--- config.mk ---
export PLATFORM = sky130hd
export DESIGN_NAME = encoder_feedback_config
export DESIGN_NICKNAME = d
export VERILOG_FILES = /design/src/rtl/enc_fb_pkg.sv /design/src/rtl/encoder_feedback_config.sv
export SDC_FILE = /design/constraint.sdc
export NUM_CORES = 1
export LEC_CHECK = 0
export ABC_AREA = 0
export BUFFER_PORTS_ARGS = -buffer_cell sky130_fd_sc_hd__buf_2
export CORE_MARGIN = 5
export CORE_UTILIZATION = 42
export DETAILED_ROUTE_END_ITERATION = 10
export GPL_ROUTABILITY_DRIVEN = 0
export PLACE_DENSITY = 0.69
export SYNTH_ARGS = -nofsm -noshare
export SYNTH_HDL_FRONTEND = slang
export SYNTH_SLANG_ARGS = --single-unit
--- constraint.sdc ---
create_clock -name pclk -period 2.39 [get_ports pclk]
set_input_delay 0.1195 -clock pclk [delete_from_list [all_inputs] [get_ports pclk]]
set_output_delay 0.1195 -clock pclk [all_outputs]
set_load 0.005 [all_outputs]
--- src/rtl/enc_fb_pkg.sv ---
package enc_fb_pkg;
    // register byte offsets
    localparam logic [7:0] off_type = 8'h00;
    localparam logic [7:0] off_supply = 8'h04;
    localparam logic [7:0] off_lines = 8'h08;
    localparam logic [7:0] off_term = 8'h0c;
    localparam logic [7:0] off_errlvl = 8'h10;
    localparam logic [7:0] off_auto = 8'h14;
    localparam logic [7:0] off_rate = 8'h18;
    localparam logic [7:0] off_turns = 8'h1c;
    localparam logic [7:0] off_res = 8'h20;
    localparam logic [7:0] off_decode = 8'h24;
    localparam logic [7:0] off_status = 8'h28;
    localparam logic [7:0] off_mask = 8'h2c;
    localparam logic [7:0] off_count = 8'h30;

    // feedback type codes
    localparam logic [3:0] quadrature_plain_type = 4'h0;
    localparam logic [3:0] rate_direction_type = 4'h1;
    localparam logic [3:0] two_pulse_type = 4'h2;
    localparam logic [3:0] quadrature_commutation_type = 4'h3;
    localparam logic [3:0] rate_direction_commutation_type = 4'h4;
    localparam logic [3:0] two_pulse_commutation_type = 4'h5;
    localparam logic [3:0] sinusoidal_only_type = 4'h6;
    localparam logic [3:0] sinusoidal_serial_type_a = 4'h7;

    // supply codes, in volts
    localparam logic [1:0] supply_5v = 2'h0;
    localparam logic [1:0] supply_8v = 2'h1;
    localparam logic [1:0] supply_15v = 2'h2;

    // termination codes
    localparam logic [1:0] term_none = 2'h0;
    localparam logic [1:0] term_pulse = 2'h1;
    localparam logic [1:0] term_all = 2'h2;

    // serial bit rate codes
    localparam logic [11:0] rate_100k = 12'h064;
    localparam logic [11:0] rate_200k = 12'h0c8;
    localparam logic [11:0] rate_300k = 12'h12c;
    localparam logic [11:0] rate_500k = 12'h1f4;
    localparam logic [11:0] rate_1m = 12'h3e8;
    localparam logic [11:0] rate_1m5 = 12'h5dc;
    localparam logic [11:0] rate_2m = 12'h7d0;

    // reset values
    localparam logic [3:0] type_rst = 4'h0;
    localparam logic [15:0] lines_rst = 16'h0400;
    localparam logic [11:0] rate_rst = 12'h12c;
    localparam logic [4:0] turns_rst = 5'h10;
    localparam logic [4:0] res_rst = 5'h11;

    // status bits
    localparam int st_wire = 0;
    localparam int st_phase = 1;
    localparam int st_rate = 2;

    typedef struct packed {
        logic pulse_a;     // quadrature a, rate, or cw line
        logic pulse_b;     // quadrature b, direction, or ccw line
        logic index;
        logic sin_ok;      // sine signal present
        logic cos_ok;      // cosine signal present
        logic [2:0] comm;  // u v w commutation lines
    } enc_in_t;

    typedef struct packed {
        logic term_ab;
        logic term_z;
        logic [1:0] supply;
        logic use_comm;
        logic serial_en;
        logic wire_chk;
        logic phase_chk;
    } enc_ctl_t;
endpackage

--- src/rtl/encoder_feedback_config.sv ---
`timescale 1ns/1ps
// How it works
// - type 1 rate/direction, 4 with commutation
// - type 2 two pulses, 5 with commutation
// - supply code 0/1/2 gives 5V/8V/15V
// - termination 0 none, 1 pulses, 2 all
// - error level: wire break, phase, both
// - pulse types: phase only with commutation; wire needs termination
// - type 7 sinusoidal with serial channel
// - auto configure fills turns, lines, resolution on sinusoidal types 6/7
// - bit rate codes map to 100k..2M
// - sinusoidal wire break level checks sine, cosine; phase level checks the pulse pair
// - type 0 quadrature, 3 commutated, 6 sinusoidal
module encoder_feedback_config #(
    parameter logic [4:0] auto_turns = 5'h0c, // turns reported by encoder
    parameter logic [4:0] auto_res = 5'h0d,   // resolution from encoder
    parameter logic [15:0] auto_lines = 16'h0400 // lines from encoder
) (
    input wire logic pclk, // bus clock, 250 MHz
    input wire logic presetn, // async reset
    input wire logic psel, // apb select
    input wire logic penable, // apb enable
    input wire logic pwrite, // apb direction
    input wire logic [7:0] paddr, // apb byte address
    input wire logic [31:0] pwdata, // apb write data
    output logic [31:0] prdata, // apb read data
    output logic pready, // apb ready
    output logic pslverr, // apb error
    input wire enc_fb_pkg::enc_in_t enc_pins, // encoder pins
    output enc_fb_pkg::enc_ctl_t enc_ctl, // decoded controls
    output logic [31:0] position, // position count
    output logic [2:0] comm_state, // sampled commutation
    output logic irq // level interrupt
);
    localparam logic [3:0] wb_limit = 4'hf;

    logic [3:0] type_q;
    logic [1:0] supply_q;
    logic [15:0] lines_q;
    logic [1:0] term_q;
    logic [1:0] errlvl_q;
    logic auto_q;
    logic [11:0] rate_q;
    logic [4:0] turns_q;
    logic [4:0] res_q;
    logic [2:0] status_q;
    logic [2:0] mask_q;
    logic [3:0] route_type_q;
    enc_fb_pkg::enc_in_t sync1_q, sync2_q, prev_q;
    logic [31:0] position_q;
    logic [2:0] comm_q;
    logic [3:0] wb_cnt_q;
    logic [2:0] rate_div_q;
    logic rate_valid;
    logic [3:0] rate_code;
    logic wire_ev, phase_ev;
    logic wr, rd;

    function automatic logic has_comm(input logic [3:0] t);
        has_comm = (t == enc_fb_pkg::quadrature_commutation_type) ||
            (t == enc_fb_pkg::rate_direction_commutation_type) ||
            (t == enc_fb_pkg::two_pulse_commutation_type);
    endfunction

    function automatic logic is_sin(input logic [3:0] t);
        is_sin = (t == enc_fb_pkg::sinusoidal_only_type) ||
            (t == enc_fb_pkg::sinusoidal_serial_type_a);
    endfunction

    // bit rate code decode into divider select
    function automatic logic [3:0] rate_sel(input logic [11:0] c);
        case (c)
            enc_fb_pkg::rate_100k: rate_sel = 4'h1;
            enc_fb_pkg::rate_200k: rate_sel = 4'h2;
            enc_fb_pkg::rate_300k: rate_sel = 4'h3;
            enc_fb_pkg::rate_500k: rate_sel = 4'h4;
            enc_fb_pkg::rate_1m: rate_sel = 4'h5;
            enc_fb_pkg::rate_1m5: rate_sel = 4'h6;
            enc_fb_pkg::rate_2m: rate_sel = 4'h7;
            default: rate_sel = 4'h0;
        endcase
    endfunction

    assign wr = psel && penable && pwrite;
    assign rd = psel && !penable && !pwrite;
    assign pready = 1'b1;
    assign rate_code = rate_sel(rate_q);
    assign rate_valid = rate_code[2:0] != 3'h0;

    always_comb begin
        pslverr = 1'b0;
        if (psel && penable && paddr > enc_fb_pkg::off_count) begin
            pslverr = 1'b1;
        end
    end

    // configuration writes
    always_ff @(posedge pclk or negedge presetn) begin
        if (!presetn) begin
            type_q <= enc_fb_pkg::type_rst;
            supply_q <= enc_fb_pkg::supply_5v;
            term_q <= enc_fb_pkg::term_none;
            errlvl_q <= 2'h0;
            auto_q <= 1'b0;
            rate_q <= enc_fb_pkg::rate_rst;
        end else if (wr) begin
            case (paddr)
                enc_fb_pkg::off_type: type_q <= pwdata[3:0];
                enc_fb_pkg::off_supply: begin
                    // code 3 is not a supply; hold last value
                    if (pwdata[1:0] != 2'h3) begin
                        supply_q <= pwdata[1:0];
                    end
                end
                enc_fb_pkg::off_term: begin
                    if (pwdata[1:0] != 2'h3) begin
                        term_q <= pwdata[1:0];
                    end
                end
                enc_fb_pkg::off_errlvl: errlvl_q <= pwdata[1:0];
                enc_fb_pkg::off_auto: auto_q <= pwdata[0];
                enc_fb_pkg::off_rate: rate_q <= pwdata[11:0];
                default: ;
            endcase
        end
    end

    // auto configure overrides manual values each cycle it is set on a sinusoidal type
    always_ff @(posedge pclk or negedge presetn) begin
        if (!presetn) begin
            lines_q <= enc_fb_pkg::lines_rst;
            turns_q <= enc_fb_pkg::turns_rst;
            res_q <= enc_fb_pkg::res_rst;
        end else if (auto_q && is_sin(type_q)) begin
            lines_q <= auto_lines;
            turns_q <= auto_turns;
            res_q <= auto_res;
        end else if (wr) begin
            if (paddr == enc_fb_pkg::off_lines) begin
                lines_q <= pwdata[15:0];
            end
            if (paddr == enc_fb_pkg::off_turns) begin
                turns_q <= pwdata[4:0];
            end
            if (paddr == enc_fb_pkg::off_res) begin
                res_q <= pwdata[4:0];
            end
        end
    end

    // routing latched only on a type change, never mid-count glitches
    always_ff @(posedge pclk or negedge presetn) begin
        if (!presetn) begin
            route_type_q <= enc_fb_pkg::type_rst;
        end else if (route_type_q != type_q) begin
            route_type_q <= type_q;
        end
    end

    always_comb begin
        enc_ctl.supply = supply_q;
        enc_ctl.term_ab = term_q != enc_fb_pkg::term_none;
        enc_ctl.term_z = term_q == enc_fb_pkg::term_all;
        enc_ctl.use_comm = has_comm(route_type_q);
        enc_ctl.serial_en =
            route_type_q == enc_fb_pkg::sinusoidal_serial_type_a;
        // pulse types: wire break needs terminations on the pulse pair
        enc_ctl.wire_chk = errlvl_q[0] &&
            (is_sin(route_type_q) || term_q != enc_fb_pkg::term_none);
        // pulse types: phase check only with commutation lines
        enc_ctl.phase_chk = errlvl_q[1] &&
            (is_sin(route_type_q) || has_comm(route_type_q));
    end

    // pin synchronisers
    always_ff @(posedge pclk or negedge presetn) begin
        if (!presetn) begin
            sync1_q <= '0;
            sync2_q <= '0;
            prev_q <= '0;
        end else begin
            sync1_q <= enc_pins;
            sync2_q <= sync1_q;
            prev_q <= sync2_q;
        end
    end

    // position counter, per input style
    always_ff @(posedge pclk or negedge presetn) begin
        if (!presetn) begin
            position_q <= 32'h0;
        end else begin
            case (route_type_q)
                enc_fb_pkg::rate_direction_type,
                enc_fb_pkg::rate_direction_commutation_type: begin
                    if (sync2_q.pulse_a && !prev_q.pulse_a) begin
                        position_q <= sync2_q.pulse_b ?
                            position_q - 32'h1 : position_q + 32'h1;
                    end
                end
                enc_fb_pkg::two_pulse_type,
                enc_fb_pkg::two_pulse_commutation_type: begin
                    if (sync2_q.pulse_a && !prev_q.pulse_a) begin
                        position_q <= position_q + 32'h1;
                    end else if (sync2_q.pulse_b && !prev_q.pulse_b) begin
                        position_q <= position_q - 32'h1;
                    end
                end
                default: begin
                    if (sync2_q.pulse_a != prev_q.pulse_a) begin
                        position_q <= (sync2_q.pulse_a ^ sync2_q.pulse_b) ?
                            position_q - 32'h1 : position_q + 32'h1;
                    end
                end
            endcase
        end
    end

    always_ff @(posedge pclk or negedge presetn) begin
        if (!presetn) begin
            comm_q <= 3'h0;
        end else if (has_comm(route_type_q)) begin
            comm_q <= sync2_q.comm;
        end
    end

    // wire break: both pulse lines (and index when all terminated) stuck high, or sine/cosine lost, beyond a short limit
    always_ff @(posedge pclk or negedge presetn) begin
        if (!presetn) begin
            wb_cnt_q <= 4'h0;
        end else if (!enc_ctl.wire_chk) begin
            wb_cnt_q <= 4'h0;
        end else if (is_sin(route_type_q) ?
                (!sync2_q.sin_ok || !sync2_q.cos_ok) :
                (sync2_q.pulse_a && sync2_q.pulse_b &&
                 (sync2_q.index || !enc_ctl.term_z))) begin
            if (wb_cnt_q != wb_limit) begin
                wb_cnt_q <= wb_cnt_q + 4'h1;
            end
        end else begin
            wb_cnt_q <= 4'h0;
        end
    end

    assign wire_ev = enc_ctl.wire_chk && wb_cnt_q == wb_limit - 4'h1;
    // both pulse lines toggling together is a phase fault
    assign phase_ev = enc_ctl.phase_chk &&
        sync2_q.pulse_a != prev_q.pulse_a &&
        sync2_q.pulse_b != prev_q.pulse_b;

    always_ff @(posedge pclk or negedge presetn) begin
        if (!presetn) begin
            rate_div_q <= 3'h0;
        end else begin
            rate_div_q <= rate_code[2:0];
        end
    end

    // sticky status, set wins over write-one clear
    always_ff @(posedge pclk or negedge presetn) begin
        if (!presetn) begin
            status_q <= 3'h0;
        end else begin
            status_q <= (status_q &
                ~((wr && paddr == enc_fb_pkg::off_status) ?
                  pwdata[2:0] : 3'h0)) |
                {enc_ctl.serial_en && !rate_valid, phase_ev, wire_ev};
        end
    end

    always_ff @(posedge pclk or negedge presetn) begin
        if (!presetn) begin
            mask_q <= 3'h0;
        end else if (wr && paddr == enc_fb_pkg::off_mask) begin
            mask_q <= pwdata[2:0];
        end
    end

    // a set mask bit hides its event from the interrupt
    assign irq = |(status_q & ~mask_q);
    assign position = position_q;
    assign comm_state = comm_q;

    // read data captured in setup so it stands from a flop
    always_ff @(posedge pclk or negedge presetn) begin
        if (!presetn) begin
            prdata <= 32'h0;
        end else if (rd) begin
            case (paddr)
                enc_fb_pkg::off_type: prdata <= {28'h0, type_q};
                enc_fb_pkg::off_supply: prdata <= {30'h0, supply_q};
                enc_fb_pkg::off_lines: prdata <= {16'h0, lines_q};
                enc_fb_pkg::off_term: prdata <= {30'h0, term_q};
                enc_fb_pkg::off_errlvl: prdata <= {30'h0, errlvl_q};
                enc_fb_pkg::off_auto: prdata <= {31'h0, auto_q};
                enc_fb_pkg::off_rate: prdata <= {20'h0, rate_q};
                enc_fb_pkg::off_turns: prdata <= {27'h0, turns_q};
                enc_fb_pkg::off_res: prdata <= {27'h0, res_q};
                enc_fb_pkg::off_decode:
                    prdata <= {21'h0, rate_div_q, enc_ctl};
                enc_fb_pkg::off_status: prdata <= {29'h0, status_q};
                enc_fb_pkg::off_mask: prdata <= {29'h0, mask_q};
                enc_fb_pkg::off_count: prdata <= position_q;
                default: prdata <= 32'h0;
            endcase
        end
    end

    a_phase_needs_comm: assert property (@(posedge pclk) disable iff (!presetn)
        enc_ctl.phase_chk && !is_sin(route_type_q) |->
        has_comm(route_type_q) && errlvl_q[1])
        else $error("phase check on uncommutated pulse type");
    a_wire_needs_term: assert property (@(posedge pclk) disable iff (!presetn)
        enc_ctl.wire_chk && !is_sin(route_type_q) |->
        term_q != enc_fb_pkg::term_none)
        else $error("wire check without terminations");
    a_term_decode: assert property (@(posedge pclk) disable iff (!presetn)
        enc_ctl.term_z |-> enc_ctl.term_ab)
        else $error("index terminated without pulse pair");
    a_route_follows: assert property (@(posedge pclk) disable iff (!presetn)
        $changed(type_q) |=> route_type_q == $past(type_q))
        else $error("routing did not follow type change");
    a_route_stable: assert property (@(posedge pclk) disable iff (!presetn)
        $stable(type_q) && route_type_q == type_q |=> $stable(route_type_q))
        else $error("routing changed without type change");
    a_auto_fill: assert property (@(posedge pclk) disable iff (!presetn)
        auto_q && is_sin(type_q) |=> turns_q == auto_turns &&
        res_q == auto_res && lines_q == auto_lines)
        else $error("auto configure did not fill settings");
    a_serial_type7: assert property (@(posedge pclk) disable iff (!presetn)
        enc_ctl.serial_en |-> route_type_q == 4'h7)
        else $error("serial channel on wrong type");
    a_rate_map: assert property (@(posedge pclk) disable iff (!presetn)
        rate_q == enc_fb_pkg::rate_2m ##1 rate_q == enc_fb_pkg::rate_2m
        |-> rate_div_q == 3'h7)
        else $error("bit rate code decoded wrong");
    a_wire_event: assert property (@(posedge pclk) disable iff (!presetn)
        wire_ev |=> status_q[enc_fb_pkg::st_wire])
        else $error("wire break not recorded");
    a_supply_code: assert property (@(posedge pclk) disable iff (!presetn)
        enc_ctl.supply != 2'h3)
        else $error("illegal supply code");
endmodule // encoder_feedback_config

* After elaboration in Yosys (flattened, before gate mapping)
Cells that the tools add are included.
** Storage, ports and cells
- Flip-flop bits (word level) :: 151
- Output and inout port bits :: 78
- Bits of input ports :: 53
- Word-level logic and storage cells :: 158
** Cells by class
- Bitwise operators :: 6
- $add $sub $neg :: 3
- Reduce and logical (&&, ||, !) cells :: 55
- $lt $le $gt $ge :: 1
- Mux-type cells :: 24
- Equal/unequal tests :: 38
** Operator list (count)
- $pmux W32 S13 :: 1
- $mux W32 :: 6
- $pmux W32 S2 :: 1
- $mux W16 :: 3
- $eq A8 B6 Y1 const B :: 5
- $add A32 B1 Y32 const B :: 1
- $eq A8 B5 Y1 const B :: 4
- $sub A32 B1 Y32 const B :: 1
- $mux W5 :: 6
- $eq A12 B11 Y1 const B :: 2
- $eq A12 B9 Y1 const B :: 2
- $eq A4 B3 Y1 const B :: 6
- $pmux W3 S7 :: 1
- $logic_and A1 B1 Y1 :: 18
- $eq A8 B4 Y1 const B :: 2
- $reduce_and A2 Y1 :: 7
- $eq A12 B10 Y1 const B :: 1
- $eq A12 B7 Y1 const B :: 1
- $eq A12 B8 Y1 const B :: 1
- $mux W4 :: 3
- $reduce_bool A2 Y1 :: 5
- $reduce_and A3 Y1 :: 3
- $eq A4 B2 Y1 const B :: 2
- $eq A8 B3 Y1 const B :: 1
- other kinds (23) :: 44

* Longest topological paths before layout
- Word-level depth :: 8
- Depth in mapped cells :: 10
- Gate-level depth less buffers :: 8

* Least setup slack after synthesis
Ideal clock, no wire load.
- Path kind :: register to register
- From :: register position_q[0] (netlist: position[0])
- To :: register position_q[24] (netlist: position[24])
- Data arrival time :: 2038 ps
- Clock period less this slack :: 2117 ps
- Setup time :: 79 ps
- Buffers on the path :: 1
- Required time :: 2311 ps
- Stages on the path, launching flop included :: 10
- Path slack :: 273 ps
- Path through :: dfrtp_1 > clkbuf_2 > inv_1 > ha_1 > nor3b_1 > nand4_1 > nor4_2 > o2111ai_1 > a21oi_1 > xor2_1
** Between the ends
- Cells in the longest elaborated chain, start to end :: 4
- Elaborated cells on any way between the ends :: 9
- Those cells by class :: add/sub (2); mux (7)
** RTL lines
- start: declaration :: RTL line encoder_feedback_config.sv:50 : logic [31:0] position_q;
- start signal: assignment :: RTL line encoder_feedback_config.sv:197 : position_q <= sync2_q.pulse_b ?
- start signal: assignment :: RTL line encoder_feedback_config.sv:204 : position_q <= position_q + 32'h1;
- start signal: assignment :: RTL line encoder_feedback_config.sv:206 : position_q <= position_q - 32'h1;
- $add A32 B1 Y32 / $sub A32 B1 Y32 (equally long branches)
- $mux W32 (on tied branches) :: RTL line encoder_feedback_config.sv:211, encoder_feedback_config.sv:197, encoder_feedback_config.sv:205
- $mux W32 (on tied branches) :: RTL line encoder_feedback_config.sv:210, encoder_feedback_config.sv:196, encoder_feedback_config.sv:203
- $pmux W32 S2 * :: RTL line encoder_feedback_config.sv:193 : case (route_type_q)
Every way passes the cells marked *; elsewhere a longest branch is shown, timed or not. The select of a mux whose other input is x is not followed.
A chain may end at the register's enable or synchronous reset.

* Worst setup path after layout
- From :: register sync2_q[6] (netlist bit)
- To :: register position_q[31] (netlist: position[31])
** Between the ends
- Cells in the longest elaborated chain, start to end :: 4
- Elaborated cells on any way between the ends :: 9
- Those cells by class :: eq/ne (1); mux (5); bitwise (1); reduce/logical (2)
** RTL lines
- start: declaration :: RTL line encoder_feedback_config.sv:49 : enc_fb_pkg::enc_in_t sync1_q, sync2_q, prev_q;
- start signal: assignment :: RTL line encoder_feedback_config.sv:183 : sync2_q <= sync1_q;
- $xor A1 B1 Y1 :: RTL line encoder_feedback_config.sv:211 : position_q <= (sync2_q.pulse_a ^ sync2_q.pulse_b) ?
- $mux W32 :: RTL line encoder_feedback_config.sv:211
- $mux W32 :: RTL line encoder_feedback_config.sv:210 : if (sync2_q.pulse_a != prev_q.pulse_a) begin
- $pmux W32 S2 :: RTL line encoder_feedback_config.sv:193
- end signal: assignment :: RTL line encoder_feedback_config.sv:197
- end signal: assignment :: RTL line encoder_feedback_config.sv:204
- end signal: assignment :: RTL line encoder_feedback_config.sv:211
Several ways; a longest one is shown, not always the timed one. The select of a mux whose other input is x is not followed.

==> run_results.csv <==
group,metric,value,unit
synthesis,synth_nets,875,
clock_network,clock_path_buffers,2,
timing,setup_viol,0,
power_and_ir_drop,p_sw,2160,uW
die,rows,50,
power_and_ir_drop,p_int,5000,uW
global_routing,grt_overflow,0,
timing,rsz0062_at_grt,"true",
die,die_x,147,um
cells_and_area,antenna_cells,0,
synthesis,synth_ff_type,"dfrtp_1",
worst_setup_path,crit_path_start_kind,"flip-flop",
worst_setup_path,path_class,"reg2reg",
clock_network,clkLatencyLatePin,430,ps
global_routing,grt_pass1_wl,35800,um
placed_design,hpwlAfterDp,15200,um
clock_network,cts_tree,"done",
timing,min_period,2340,ps
cells_and_area,synthToLayoutAreaGrowth,22.6,%
routing,drc,0,
cells_and_area,layout.nets,1011,
placed_design,placedCellCount,1144,
worst_setup_path,cp-endpoint,"position[31]$_DFFE_PN0P_",
cells_and_area,stdcell_count,1198,
worst_setup_path,end_kind,"flip-flop",
synthesis,synth_area,0.00794,sq mm
timing,fin_skew,11.2,ps
cells_and_area,drive_above_1_share,25.9,%
synthesis,ys_ff_latch,151,
status,status,"completed",
timing,worstMarginPinSlew,701,ps
clock_network,cts_root_buffer,"clkbuf_16",
die,initial_core_util,42.6,%
timing,slew-limit-headroom,53.3,%
die,die_h,147,um
synthesis,syn_avg_cell_area,9.74,sq um
synthesis,synth_edf_count,0,
clock_network,post_cts_buffers,0,
global_routing,met1_usage,27.3,%
worst_setup_path,reg2reg_to,"position[31]$_DFFE_PN0P_",
timing,final-hold-violation-count,0,
die,dieArea,0.0217,sq mm
routing,viasPerCell,5.70,
worst_setup_path,arrival,2650,ps
routing,wl_per_cell,18.1,um
synthesis,synthTopCellsByCount,"dfrtp_1, nand2_1, a21oi_1",
cells_and_area,final_cell_area,0.00973,sq mm
synthesis,synthCells,815,
synthesis,yosysWarnings,0,
global_routing,met3_usage,4.23,%
power_and_ir_drop,switching_share,30.2,%
die,coreArea,0.0186,sq mm
routing,vias,6828,
power_and_ir_drop,power_frac_seq,43.1,%
timing,slew_viol_final,0,
power_and_ir_drop,p_comb_share,17.6,%
routing,drtAntennaViolNets,0,
timing,max_freq,427,MHz
synthesis,async_flop_share,100,%
placed_design,io_buffers,113,
worst_setup_path,reg2regPathDepth,7,
worst_setup_path,required,2700,ps
routing,drt_first_pass_iters,6,
placed_design,place_area,0.00887,sq mm
hold_path,hold_path.class,"in2reg",
clock_network,cts-htree-levels,4,
synthesis,synth_most_common_cell,"dfrtp_1",
power_and_ir_drop,leakage,0.00443,uW
power_and_ir_drop,power_density,735,mW/mm^2
global_routing,grt_use_met2,33.3,%
power_and_ir_drop,p_clk_share,39.3,%
global_routing,grt_usage,20.4,%
worst_setup_path,cp_max_fo,7,
global_routing,top_usage_layer,"met2",
global_routing,grt_max_degree,57,
synthesis,ys_seq_area_share,47.7,%
clock_network,clk_pin_slew,60,ps
clock_network,cts_buffers,17,
synthesis,synth_top_area_share,45.1,%
synthesis,synth_cell_type_count,82,
routing,finalWirelength,21700,um
flow_run,maxCapViolations,0,
synthesis,synth_area_leaders,"dfrtp_1, nand2_1, mux2_2, a21oi_1, dfstp_2",
worst_setup_path,regToRegSetupSlack,50,ps
global_routing,grt_antenna_before_repair,0,
global_routing,grt_pass1_vias,6817,
routing,first_iter_violations,653,
die,io_pins,131,
power_and_ir_drop,peakVddDrop,0.608,mV
timing,post-route-period-util,98.0,%
worst_setup_path,r2r-start,"sync2_q[6]$_DFF_PN0_",
synthesis,yosysTopAreaCell,"dfrtp_1",
clock_network,clock-sinks,151,
worst_setup_path,cp-startpoint,"sync2_q[6]$_DFF_PN0_",
## through the flow
stage / hold WS, ps / setup slack, ps / util [%] / TNS, ps / power (uW)
final: 39.4 / 47.0 / 52.2 / 0 / 7150
after global routing: 36.0 / -21.9 / 52.2 / -21.9 / 7490
after CTS: 33.4 / 84.6 / 52.0 / 0 / 7190
after detailed placement: 68.8 / 133 / 47.6 / 0 / 4340
after global placement: 66.9 / 160 / 47.6 / 0 / 4320
after floorplan: -176 / 273 / - / 0 / 3730
## power by group through the flow
| stage | clock network [uW] | registers, uW | logic (uW) |
|---|---|---|---|
| 2_1_floorplan | 0 | 2970 | 755 |
| 3_3_place_gp | 0 | 3100 | 1220 |
| 3_5_place_dp | 0 | 3110 | 1230 |
| 4_1_cts | 2860 | 3070 | 1260 |
| 5_1_grt | 3000 | 3120 | 1380 |
| 6_report | 2810 | 3080 | 1260 |
## what timing repair did
action | CTS | global route
endpoints found under the setup margin | 0 | 6
hold buffers | 22 | 0
resized for setup | 0 | 3
hold endpoints to repair | 72 | 0
## sequential cells by signal, indices dropped and copies added, names as in the netlist, 3 cells and up
register and cells:
type_q 4, route_type_q 4, sync1_q 8, wb_cnt_q 4, rate_q 12, position 32, res_q 5, turns_q 5
status_q 3, comm_state 3, mask_q 3, sync2_q 8, rate_div_q 3, prdata 32, lines_q 16
## layout make-up
cell class	instances	area (sq um)
well taps	234	293
multi-input cells	588	3790
flip-flops and latches	151	3790
clock buffers	19	443
repair buffers	179	1190
clock inverters	13	168
fillers	1697	8920
inverters	14	52.6
## critical path, stage by stage (launching register included)
cell	delay (ps)
dfrtp_1	460
ha_1	240
or4b_1	470
o31a_1	140
o31ai_4	330
or4_1	160
a2bb2o_2	280
xor2_2	140
## per-layer routing
metal	share of wire, %	up-vias	wire (um)
met5	0	-	0
met4	2.1	0	463
met3	5.3	36	1140
met2	48	228	10400
met1	45	3342	9750
li1	-	3222	-
## cells in the final DEF (no fill, tap or decap), drive strengths merged, types with 21 or more instances in the layout
master       instances
xor2                21
o21ai               44
nor3                25
nand3               28
a21oi               57
buf                157
nand2              121
dfrtp              143
dlygate4sd3         22
mux2                26
nor2                42
## kinds of logic (layout without fill, tap and decap cells)
kind of cell	Yosys count	after routing	share of synthesized area, %
adder cells (fa/ha/maj)	7	7	1.10
other	1	1	0.0473
buffers and inverters	76	225	4.73
AO/OA/AOI/OAI	184	184	15.6
flip-flops	151	151	47.7
XOR/XNOR	33	33	3.74
multiplexers	40	40	5.45
AND/OR/NAND/NOR	323	323	21.6
## how the worst min path moves through the flow
| stage | cells past startpoint | slack [ps] | end | from |
|---|---|---|---|---|
| after global routing | 3 | 40 | lines_q[2]$_DFFE_PN0P_ | pwdata[2] |
| after floorplan | 0 | -180 | auto_q$_DFFE_PN0P_ | presetn |
| final | 3 | 40 | lines_q[2]$_DFFE_PN0P_ | pwdata[2] |
| after CTS | 3 | 30 | lines_q[1]$_DFFE_PN0P_ | pwdata[1] |
| after detailed placement | 1 | 70 | rate_q[10]$_DFFE_PN0P_ | presetn |
| after global placement | 1 | 70 | rate_q[10]$_DFFE_PN0P_ | presetn |
No activity file was read; power rests on OpenSTA's default activity.
